### src/ata_pins_pkg.sv
// package: constants shared by the ata control-pin device end and host end
// assumes: both ends run on one 250 MHz clock; pins sampled synchronously
package ata_pins_pkg;
    // ****************************************************************
    // widths and timing
    // ****************************************************************
    localparam int DATA_W = 16;
    localparam int CLK_PERIOD_NS = 4;
    // host strobe width in ns, and derived cycles (least time, rounded up)
    localparam int STROBE_NS = 16;
    localparam int STROBE_CYC = (STROBE_NS + CLK_PERIOD_NS - 1) / CLK_PERIOD_NS;
    // reset values
    localparam logic RST_ACTIVE_LOW_HIGH = 1'b1;
    localparam logic [DATA_W-1:0] DATA_RST = 16'h0000;

    // transfer mode, decides what the read strobe pin means
    typedef enum logic [2:0] {
        MODE_PIO = 3'b001,
        MODE_MDMA = 3'b010,
        MODE_UDMA = 3'b100
    } xfer_mode_e;

    // host sequencer states
    typedef enum logic [3:0] {
        H_IDLE = 4'b0001,
        H_PIO = 4'b0010,
        H_DMA = 4'b0100,
        H_DONE = 4'b1000
    } host_state_e;
endpackage : ata_pins_pkg

### src/ata_pins_if.sv
// interface: control pins between host controller and device
// assumes: testbench resolves the shared data bus from the enables
`timescale 1ns/10ps
`default_nettype none
interface ata_pins_if;
    import ata_pins_pkg::*;
    logic dma_req;
    logic dma_ack_n;
    logic task_file_select_n;
    logic control_block_select_n;
    logic read_strobe_n;
    logic [2:0] reg_addr;
    logic [DATA_W-1:0] dev_data_out;
    logic dev_data_oe_n;
    logic [DATA_W-1:0] data_in;
    logic cable_select;

    modport device (
        output dma_req, dev_data_out, dev_data_oe_n,
        input dma_ack_n, task_file_select_n, control_block_select_n,
        input read_strobe_n, reg_addr, data_in, cable_select
    );
    modport host (
        input dma_req, dev_data_out, dev_data_oe_n, data_in,
        output dma_ack_n, task_file_select_n, control_block_select_n,
        output read_strobe_n, reg_addr
    );
endinterface : ata_pins_if
`default_nettype wire

### src/ata_pins_device.sv
// ata device end: dma request, selects, strap role, read strobe handling
// assumes: one clock; pins synchronous to it; data bus resolved outside
// assumes: strap read once after reset; its pull-up makes open read high
// assumes: register banks held stable by firmware during a read
// Contract
// - device drives dma request to host
// - host drives dma acknowledge; input only
// - task file select addresses command block
// - control select addresses alt status/control
// - strap grounded master, open slave
// - strap held constant power-on to power-down
// - pio read strobe gates device read data
// - udma read: host asserts ready on strobe
// - ready negated pauses data-in words
// - read strobe meaning follows transfer mode
`timescale 1ns/10ps
`default_nettype none
module ata_pins_device
    import ata_pins_pkg::*;
(
    input wire logic clock,
    input wire logic rst_b,
    input wire logic clk_en,
    ata_pins_if.device pins,
    input wire logic [2:0] mode,
    input wire logic dev_is_slave_sel,
    input wire logic xfer_start,
    input wire logic [DATA_W-1:0] tf_rdata [8],
    input wire logic [DATA_W-1:0] cb_rdata [8],
    input wire logic [DATA_W-1:0] dma_word,
    output logic dma_word_taken,
    output logic is_master,
    output logic strap_valid,
    output logic busy
);
    // ****************************************************************
    // strap capture, after reset release
    // ****************************************************************
    logic strap_done_ff;
    logic master_ff;
    // grounded strap reads low: this unit is master
    wire nxt_master = !pins.cable_select;
    always_ff @(posedge clock or negedge rst_b) begin
        if (!rst_b) begin
            strap_done_ff <= 1'b0;
        end else if (clk_en) begin
            strap_done_ff <= 1'b1;
        end
    end
    // caught once only; the strap must not move later
    always_ff @(posedge clock or negedge rst_b) begin
        if (!rst_b) begin
            master_ff <= 1'b0;
        end else if (clk_en && !strap_done_ff) begin
            master_ff <= nxt_master;
        end
    end
    assign is_master = master_ff;
    assign strap_valid = strap_done_ff;

    // ****************************************************************
    // decode helpers
    // ****************************************************************
    // both selects low is no decode, never a merged access
    function automatic logic [1:0] select_decode(
        input logic tf_n,
        input logic cb_n
    );
        logic [1:0] hit;
        hit = 2'b00;
        if (!tf_n && cb_n) begin
            hit = 2'b01;
        end else if (tf_n && !cb_n) begin
            hit = 2'b10;
        end
        return hit;
    endfunction : select_decode

    // bit 0: pio/mdma read strobe; bit 1: udma host ready
    function automatic logic [1:0] strobe_role(
        input logic [2:0] m,
        input logic strobe_n
    );
        logic [1:0] role;
        role = 2'b00;
        if (!strobe_n && m == MODE_UDMA) begin
            role = 2'b10;
        end else if (!strobe_n) begin
            role = 2'b01;
        end
        return role;
    endfunction : strobe_role

    // one bank of eight words, indexed by the register address
    function automatic logic [DATA_W-1:0] pick_word(
        input logic [DATA_W-1:0] bank [8],
        input logic [2:0] index
    );
        return bank[index];
    endfunction : pick_word

    // request rises only for the target unit and falls with the firmware ask
    function automatic logic next_request(
        input logic start,
        input logic target,
        input logic held
    );
        logic req;
        req = 1'b0;
        if (start) begin
            req = target || held;
        end
        return req;
    endfunction : next_request

    // any of the three read paths asks this unit to drive
    function automatic logic read_path(
        input logic pio,
        input logic burst,
        input logic mdma
    );
        return pio || burst || mdma;
    endfunction : read_path

    // ****************************************************************
    // decode
    // ****************************************************************
    logic dma_req_ff;
    // strap role against the unit that firmware names as target
    wire selected = strap_done_ff && (master_ff != dev_is_slave_sel);
    wire [1:0] sel_hit = select_decode(pins.task_file_select_n, pins.control_block_select_n);
    wire tf_hit = sel_hit[0];
    wire cb_hit = sel_hit[1];
    // one pin, two meanings, picked by the transfer mode
    wire [1:0] pin_role = strobe_role(mode, pins.read_strobe_n);
    wire pio_read = pin_role[0] && (tf_hit || cb_hit);
    wire udma_ready = pin_role[1];
    // acknowledge only counts while our own request stands
    wire dma_active = dma_req_ff && !pins.dma_ack_n;
    wire burst_go = dma_active && udma_ready;
    wire mdma_read = dma_active && pin_role[0];
    wire [DATA_W-1:0] tf_word = pick_word(tf_rdata, pins.reg_addr);
    wire [DATA_W-1:0] cb_word = pick_word(cb_rdata, pins.reg_addr);
    wire [DATA_W-1:0] pio_word = tf_hit ? tf_word : cb_word;

    // ****************************************************************
    // dma request
    // ****************************************************************
    wire nxt_dma_req = next_request(xfer_start, selected, dma_req_ff);
    always_ff @(posedge clock or negedge rst_b) begin
        if (!rst_b) begin
            dma_req_ff <= 1'b0;
        end else if (clk_en) begin
            dma_req_ff <= nxt_dma_req;
        end
    end

    // ****************************************************************
    // bus drive and read data
    // ****************************************************************
    logic oe_n_ff;
    logic [DATA_W-1:0] dout_ff;
    // unselected or idle: bus stays released
    wire nxt_drive = selected && read_path(pio_read, burst_go, mdma_read);
    wire nxt_oe_n = !nxt_drive;
    // a register read wins the word path; dma words flow otherwise
    wire [DATA_W-1:0] nxt_dout = pio_read ? pio_word : dma_word;
    always_ff @(posedge clock or negedge rst_b) begin
        if (!rst_b) begin
            oe_n_ff <= 1'b1;
        end else if (clk_en) begin
            oe_n_ff <= nxt_oe_n;
        end
    end
    // data holds while released, so no stale word toggles the pins
    always_ff @(posedge clock or negedge rst_b) begin
        if (!rst_b) begin
            dout_ff <= DATA_RST;
        end else if (clk_en && nxt_drive) begin
            dout_ff <= nxt_dout;
        end
    end

    // ****************************************************************
    // word hand-back to the source
    // ****************************************************************
    logic taken_ff;
    // a paused burst takes no word
    wire nxt_taken = selected && (burst_go || mdma_read);
    always_ff @(posedge clock or negedge rst_b) begin
        if (!rst_b) begin
            taken_ff <= 1'b0;
        end else if (clk_en) begin
            taken_ff <= nxt_taken;
        end
    end

    // ****************************************************************
    // outputs
    // ****************************************************************
    assign pins.dma_req = dma_req_ff;
    assign pins.dev_data_out = dout_ff;
    assign pins.dev_data_oe_n = oe_n_ff;
    assign dma_word_taken = taken_ff;
    assign busy = dma_req_ff;
endmodule : ata_pins_device
`default_nettype wire

### src/flat_wrapper.sv
// flat-port wrapper written by rule: the top's interface ports become plain ports
module ata_pins_device_flat import ata_pins_pkg::*;
  (clock, rst_b, clk_en, mode, dev_is_slave_sel, xfer_start, tf_rdata, cb_rdata, dma_word, dma_word_taken, is_master, strap_valid, busy, pins_dma_req, pins_dev_data_out, pins_dev_data_oe_n, pins_dma_ack_n, pins_task_file_select_n, pins_control_block_select_n, pins_read_strobe_n, pins_reg_addr, pins_data_in, pins_cable_select);
  ata_pins_if pins_i ();
  input wire logic clock;
  input wire logic rst_b;
  input wire logic clk_en;
  input wire logic [2:0] mode;
  input wire logic dev_is_slave_sel;
  input wire logic xfer_start;
  input wire logic [DATA_W-1:0] tf_rdata[8];
  input wire logic [DATA_W-1:0] cb_rdata[8];
  input wire logic [DATA_W-1:0] dma_word;
  output logic dma_word_taken;
  output logic is_master;
  output logic strap_valid;
  output logic busy;
  output wire logic [$bits(pins_i.dma_req)-1:0] pins_dma_req;
  output wire logic [$bits(pins_i.dev_data_out)-1:0] pins_dev_data_out;
  output wire logic [$bits(pins_i.dev_data_oe_n)-1:0] pins_dev_data_oe_n;
  input wire logic [$bits(pins_i.dma_ack_n)-1:0] pins_dma_ack_n;
  input wire logic [$bits(pins_i.task_file_select_n)-1:0] pins_task_file_select_n;
  input wire logic [$bits(pins_i.control_block_select_n)-1:0] pins_control_block_select_n;
  input wire logic [$bits(pins_i.read_strobe_n)-1:0] pins_read_strobe_n;
  input wire logic [$bits(pins_i.reg_addr)-1:0] pins_reg_addr;
  input wire logic [$bits(pins_i.data_in)-1:0] pins_data_in;
  input wire logic [$bits(pins_i.cable_select)-1:0] pins_cable_select;
  assign pins_dma_req = pins_i.dma_req;
  assign pins_dev_data_out = pins_i.dev_data_out;
  assign pins_dev_data_oe_n = pins_i.dev_data_oe_n;
  assign pins_i.dma_ack_n = pins_dma_ack_n;
  assign pins_i.task_file_select_n = pins_task_file_select_n;
  assign pins_i.control_block_select_n = pins_control_block_select_n;
  assign pins_i.read_strobe_n = pins_read_strobe_n;
  assign pins_i.reg_addr = pins_reg_addr;
  assign pins_i.data_in = pins_data_in;
  assign pins_i.cable_select = pins_cable_select;
  ata_pins_device u_core (.clock(clock), .rst_b(rst_b), .clk_en(clk_en), .pins(pins_i), .mode(mode), .dev_is_slave_sel(dev_is_slave_sel), .xfer_start(xfer_start), .tf_rdata(tf_rdata), .cb_rdata(cb_rdata), .dma_word(dma_word), .dma_word_taken(dma_word_taken), .is_master(is_master), .strap_valid(strap_valid), .busy(busy));
endmodule
### config.mk
export PLATFORM = sky130hd
export DESIGN_NAME = ata_pins_device_flat
export DESIGN_NICKNAME = d
export VERILOG_FILES = /design/src/ata_pins_pkg.sv /design/src/ata_pins_if.sv /design/src/ata_pins_device.sv /design/src/flat_wrapper.sv
export SDC_FILE = /design/constraint.sdc
export NUM_CORES = 1
export LEC_CHECK = 0
export ABC_AREA = 1
export BUFFER_PORTS_ARGS = -buffer_cell sky130_fd_sc_hd__buf_2
export CORE_AREA = 2 2 126 128
export DETAILED_ROUTE_END_ITERATION = 7
export DIE_AREA = 0 0 128 130
export PLACE_DENSITY_LB_ADDON = 0.05
export SLEW_MARGIN = 10
export SYNTH_ARGS = -nofsm -noshare
export SYNTH_HDL_FRONTEND = slang
export SYNTH_SLANG_ARGS = --single-unit
### constraint.sdc
create_clock -name clock -period 3.1 [get_ports clock]
set_clock_uncertainty 0.05 [all_clocks]
set_input_delay 0.155 -clock clock [delete_from_list [all_inputs] [get_ports clock]]
set_output_delay 0.155 -clock clock [all_outputs]
set_load 0.05 [all_outputs]
==> impl_metrics.env, run 1 <==
export IMPL_cts_sinks=21
export IMPL_nNetsFinal=1448
export IMPL_cp_max_fo=32
export IMPL_vias=5921
export IMPL_ys_seq_elements=21
export IMPL_grt_max_degree=129
export IMPL_startpoint_type="input port"
export IMPL_cts_made_buffers=3
export IMPL_grt_pass1_vias=5569
export IMPL_grt_overflow=0
export IMPL_hold_path_class="in -> reg"
export IMPL_rsz0062_at_grt="no"
export IMPL_core_area_mm2=0.0154
export IMPL_yosysWarnings=0
export IMPL_clk_pin_slew_ps=60
export IMPL_hold_violations=0
export IMPL_dr_pass1_iters=4
export IMPL_wirelength_mm=18.6
export IMPL_initial_core_util=0.266
export IMPL_cts_root_buf="clkbuf_16"
export IMPL_avgSynthCellArea_um2=4.68
export IMPL_clock_path_buffers=2
export IMPL_die_h_um=130
export IMPL_r2r_end="u_core.pins.dev_data_out[9]"
export IMPL_cts_tree="built"
export IMPL_ant_nets=0
export IMPL_dp_hpwl_mm=14.5
export IMPL_setup_violations=0
export IMPL_utilization=0.377
export IMPL_r2r_setup_slack_ps=1510
export IMPL_min_to="u_core.is_master"
export IMPL_final_cell_mix="434 x nand2_1, 308 x buf_2, 176 x nand3_1"
export IMPL_whs_ps=27.1
export IMPL_avgViaCountPerCell=4.43
export IMPL_maxCapViolCount=0
export IMPL_power_density_mw_per_mm2=307
export IMPL_r2r_cells=8
export IMPL_status="finished clean"
export IMPL_ys_seq_area_frac=0.128
export IMPL_required_ps=3240
export IMPL_min_delay_path_depth=2
export IMPL_arrival_ps=1900
export IMPL_detail_route_wl_per_cell_um=13.9
export IMPL_criticalPathCategory="in -> reg"
export IMPL_drv_slew=0
export IMPL_finalCritPeriodShare=0.567
export IMPL_syn_to_final_growth_pct=41.6
export IMPL_hp_start="pins_cable_select"
export IMPL_io_pins=326
export IMPL_timing_rr_start="u_core.is_master"
export IMPL_drive_gt1_frac=0.300
export IMPL_track_usage=0.215
export IMPL_final_common_cell="nand2_1"
export IMPL_cellLeakagePower_uw=0.00387
export IMPL_drt_iter0_drc=320
export IMPL_place_area_mm2=0.00572
export IMPL_finalInstanceArea_mm2=0.00581
export IMPL_max_slew_margin=0.526
export IMPL_setup_tns_ps=0
export IMPL_period_needed_ps=1760
export IMPL_fin_ws_ps=1340
export IMPL_htree_levels=1
export IMPL_fmax_ghz=0.569
export IMPL_route_detailed_drc=0
export IMPL_worst_skew_pair_late_latency_ps=250
export IMPL_grt_antenna_before_repair=3
export IMPL_dieArea_mm2=0.0166
export IMPL_cts_resized=0
export IMPL_place_ws_ps=1030
export IMPL_peakVddDrop_mv=0.277
export IMPL_fp_row_count=46
export IMPL_syn_num_nets=1181
export IMPL_grt_pass1_wl_mm=28.5
export IMPL_post_cts_repair_setup_buffers=0
export IMPL_place_congestion=0.829
export IMPL_tightest_slew_ps=712
export IMPL_synth_area_mm2=0.00410
export IMPL_yosysUniqueCellTypes=23
export IMPL_worstSetupEndpointType="flop"
export IMPL_port_buffers=309
export IMPL_die_x_um=128
export IMPL_netlist_instances=876
==> flip-flops by register name (all words and copies together), names as in the netlist <==
name	count
u_core.pins.dev_data_out	16
u_core.pins.dev_data_oe_n	1
u_core.strap_valid	1
u_core.busy	1
u_core.dma_word_taken	1
u_core.is_master	1
==> per-stage QoR <==
stage               cells  total power, uW
finish               1337             1790
global route         1336             1940
CTS                  1334             1810
detailed placement   1329             1530
global placement     1329             1530
floorplan             876             1130
==> worst max-delay path by stage <==
| stage | slack [ps] | to | depth (start not counted) | startpoint |
|---|---|---|---|---|
| after floorplan | 1500 | u_core.pins.dev_data_out[10] | 8 | u_core.strap_valid |
| after global placement | 1060 | u_core.pins.dev_data_out[12] | 10 | pins_control_block_select_n |
| after detailed placement | 1030 | u_core.pins.dev_data_out[13] | 10 | pins_control_block_select_n |
| after CTS | 1300 | u_core.pins.dev_data_out[9] | 10 | pins_control_block_select_n |
| after global routing | 1090 | u_core.pins.dev_data_out[9] | 11 | pins_task_file_select_n |
| final | 1340 | u_core.pins.dev_data_out[9] | 10 | pins_control_block_select_n |
==> timing repair <==
| item | in CTS | in global routing |
|---|---|---|
| hold buffers | 1 | 0 |
| endpoints found under the setup margin | 0 | 0 |
| endpoints found under the hold margin | 20 | 0 |
==> power by group <==
group / internal, uW / total, uW / switching [uW] / leakage [uW]
Clock: 173 / 271 / 98.3 / 0.0000409
Combinational: 365 / 1110 / 746 / 0.00357
Sequential: 358 / 403 / 45.2 / 0.000257
Total: 896 / 1790 / 890 / 0.00387
==> synthesized netlist by cell type <==
cell type	count	share of area
clkbuf_1	8	0.0073
inv_2	3	0.0027
inv_1	134	0.12
a31oi_1	1	0.0015
nor2_1	27	0.025
nand2_2	2	0.0030
or2_2	1	0.0015
nand3_2	1	0.0024
a21oi_1	2	0.0024
nand2_1	434	0.40
nand3_1	176	0.21
dfstp_2	1	0.0064
buf_4	3	0.0055
nor2_2	11	0.017
buf_2	39	0.048
dfrtp_1	20	0.12
or2_1	1	0.0015
buf_1	6	0.0055
buf_6	2	0.0055
a21oi_4	1	0.0040
o21ai_1	1	0.0012
ha_1	1	0.0030
o21ai_0	1	0.0012
==> logic make-up (layout without fill, tap and decap cells) <==
kind of cell | count (synthesis) | count (layout) | share of synthesized area
AOI/OAI and AO/OA | 6 | 6 | 0.0104
adders and majority gates | 1 | 1 | 0.00305
buffers and inverters | 195 | 461 | 0.197
DFF | 21 | 21 | 0.128
other | 0 | 3 | 0
and+or+nand+nor | 653 | 653 | 0.662
==> cell type report <==
| type | count | area (um2) |
|---|---|---|
| Antenna cell | 3 | 7.51 |
| Clock buffer | 3 | 75.1 |
| Sequential cell | 21 | 527 |
| Inverter | 137 | 517 |
| Fill cell | 1909 | 9610 |
| Timing Repair Buffer | 320 | 1670 |
| Clock inverter | 1 | 5.00 |
| Multi-Input combinational cell | 660 | 2770 |
| Tap cell | 192 | 240 |
==> routing by layer <==
metal  up-vias  routed length [um]  track usage
li1       3162                   -            -
met1      2517                8240        0.274
met2       218                8480        0.379
met3        24                1420       0.0336
met4         0                 488       0.0549
met5         -                   0            0
==> critical path, stage by stage <==
cell and delay, ps:
buf_2 100, ha_1 280, or2_1 250, a21oi_4 390, nand2_2 80, nand2_2 100
inv_2 230, nor2_1 170, nand2_1 70, nand2_1 60
(Power assumes the default switching activity.)
==> run 2: changes to the inputs <==
- clock period: 3.1 -> 1.5 ns (I/O delays scaled with it)
==> run 2 against run 1 <==
Net effect:
- critical path depth shrank 1
- clock power grew 120%
- first-iteration DRC count shrank 27%
- worst hold slack gained 3.3 ps
- via count grew 0.25%
- worst setup slack lost 1200 ps
- global-route usage grew 0.70 points
- flip-flop and latch count is the same
- critical path type is now reg -> reg
- critical endpoint is now u_core.pins.dev_data_out[12]
==> impl_metrics.env, run 2 (synthesis gave the netlist of run 1 again) <==
export IMPL_status="finished clean"
export IMPL_drv_slew=0
export IMPL_power_frac_clock=0.152
export IMPL_ant_nets=0
export IMPL_port_buffers=309
export IMPL_die_x_um=128
export IMPL_cp_common_cell="nand2_1"
export IMPL_fin_cells=1362
export IMPL_switchingPower_uw=1890
export IMPL_syn_to_final_growth_pct=50.9
export IMPL_clock_path_buffers=2
export IMPL_drt_iter0_drc=233
export IMPL_placed_cells=1354
export IMPL_rsz0062_at_grt="no"
export IMPL_cts_sinks=21
export IMPL_io_pins=326
export IMPL_max_slew_margin=0.652
export IMPL_cts_tree="built"
export IMPL_dr_pass1_iters=4
export IMPL_cts_root_buf="clkbuf_16"
export IMPL_worst_skew_pair_late_latency_ps=250
export IMPL_drive_gt1_frac=0.318
export IMPL_largest_reg_flops=16
export IMPL_crit_family="flip-flops"
export IMPL_dp_hpwl_mm=15.7
export IMPL_power_frac_comb=0.628
export IMPL_hp_start="clk_en"
export IMPL_criticalPathCategory="reg -> reg"
export IMPL_nNetsFinal=1475
export IMPL_finalCritPeriodShare=0.924
export IMPL_grt_antenna_before_repair=1
export IMPL_place_congestion=0.871
export IMPL_grt_pass1_vias=5477
export IMPL_whs_ps=30.4
export IMPL_critPathMaxStageDelay_ps=420
export IMPL_maxCapViolCount=0
export IMPL_cellLeakagePower_uw=0.00406
export IMPL_total_power_uw=3850
export IMPL_final_common_cell="nand2_1"
export IMPL_route_detailed_drc=0
export IMPL_period_needed_ps=1390
export IMPL_hold_violations=0
export IMPL_detail_route_wl_per_cell_um=14.1
export IMPL_swShare=0.492
export IMPL_vias=5936
export IMPL_htree_levels=1
export IMPL_critical_path_cell_chain="o21ai_1 > nor2_4 > nand3_2 > nand2_2 > inv_2 > buf_12 > nor2_2 > nand2_1 > nand2_1"
export IMPL_timing_critical_path_slowest_stage_cell="dfrtp_2"
export IMPL_die_h_um=130
export IMPL_timing_rr_start="u_core.is_master"
export IMPL_tightest_slew_ps=522
export IMPL_hold_path_class="in -> reg"
export IMPL_worstSetupEndpointType="flop"
export IMPL_fp_row_count=46
export IMPL_avgViaCountPerCell=4.36
export IMPL_power_density_mw_per_mm2=622
export IMPL_track_usage=0.222
export IMPL_setup_violations=0
export IMPL_core_area_mm2=0.0154
export IMPL_fmax_ghz=0.721
export IMPL_peakVddDrop_mv=0.736
export IMPL_cp_max_fo=18
export IMPL_wirelength_mm=19.2
export IMPL_crit_buf_inv=2
export IMPL_cts_made_buffers=3
export IMPL_r2r_setup_slack_ps=110
export IMPL_setup_tns_ps=0
export IMPL_startpoint_type="flop"
export IMPL_crit_start="u_core.is_master"
export IMPL_power_share_sequential=0.220
export IMPL_dieArea_mm2=0.0166
export IMPL_grt_pass1_wl_mm=29.2
export IMPL_initial_core_util=0.266
export IMPL_required_ps=1590
export IMPL_grt_max_degree=39
export IMPL_arrival_ps=1480
export IMPL_clk_pin_slew_ps=60
export IMPL_post_cts_repair_setup_buffers=0
export IMPL_intPower_uw=1950
export IMPL_final_cell_mix="434 x nand2_1, 308 x buf_2, 176 x nand3_1"
export IMPL_grt_overflow=0
-- run 2: per-layer routing --
metal	wire length [um]	up-vias	part of all wire	GRT usage
met1	8530	2517	0.45	0.291
met5	0	-	0	0
met2	9190	199	0.48	0.405
met4	87	0	0.0045	0.0194
met3	1350	6	0.071	0.0279
li1	-	3214	-	-
-- run 2: worst paths after layout --
path	endpoint	depth (start not counted)
worst max-delay path	u_core.pins.dev_data_out[12]	9
worst min-delay path	u_core.busy	2
worst max register to register	u_core.pins.dev_data_out[12]	9
worst min register to register	u_core.pins.dev_data_out[10]	2
max in group asynchronous	u_core.strap_valid	2
min in group asynchronous	u_core.pins.dev_data_out[4]	2
-- run 2: what timing repair did --
action / in CTS / in global routing
endpoints found under the hold margin: 22 / 0
gates resized for setup: 0 / 3
setup endpoints to repair: 0 / 10
hold buffers: 3 / 0
-- run 2: layout make-up --
type	count	area [um2]
diodes	1	2.50
clock buffers	3	75.1
clock inverters	1	5.00
fillers	1861	9230
inverters	137	517
multi-input cells	660	2780
flip-flops and latches	21	529
well taps	192	240
repair buffers	347	2040
-- run 2: power groups by stage --
stage                     Combinational [uW]  Clock, uW  Sequential (uW)
after global routing                    2670        620              870
after detailed placement                2430          0              852
after CTS                               2450        591              848
final                                   2420        583              846
after global placement                  2430          0              865
after floorplan                          889          0             1450
-- run 2: metrics by stage --
stage,worst slack [ps],instance area [um2],utilization
floorplan,17.7,4110,-
global placement,-60.4,6070,0.393
detailed placement,-95.6,6070,0.393
CTS,50.5,6180,0.401
global route,10.7,6190,0.401
finish,113,6190,0.401
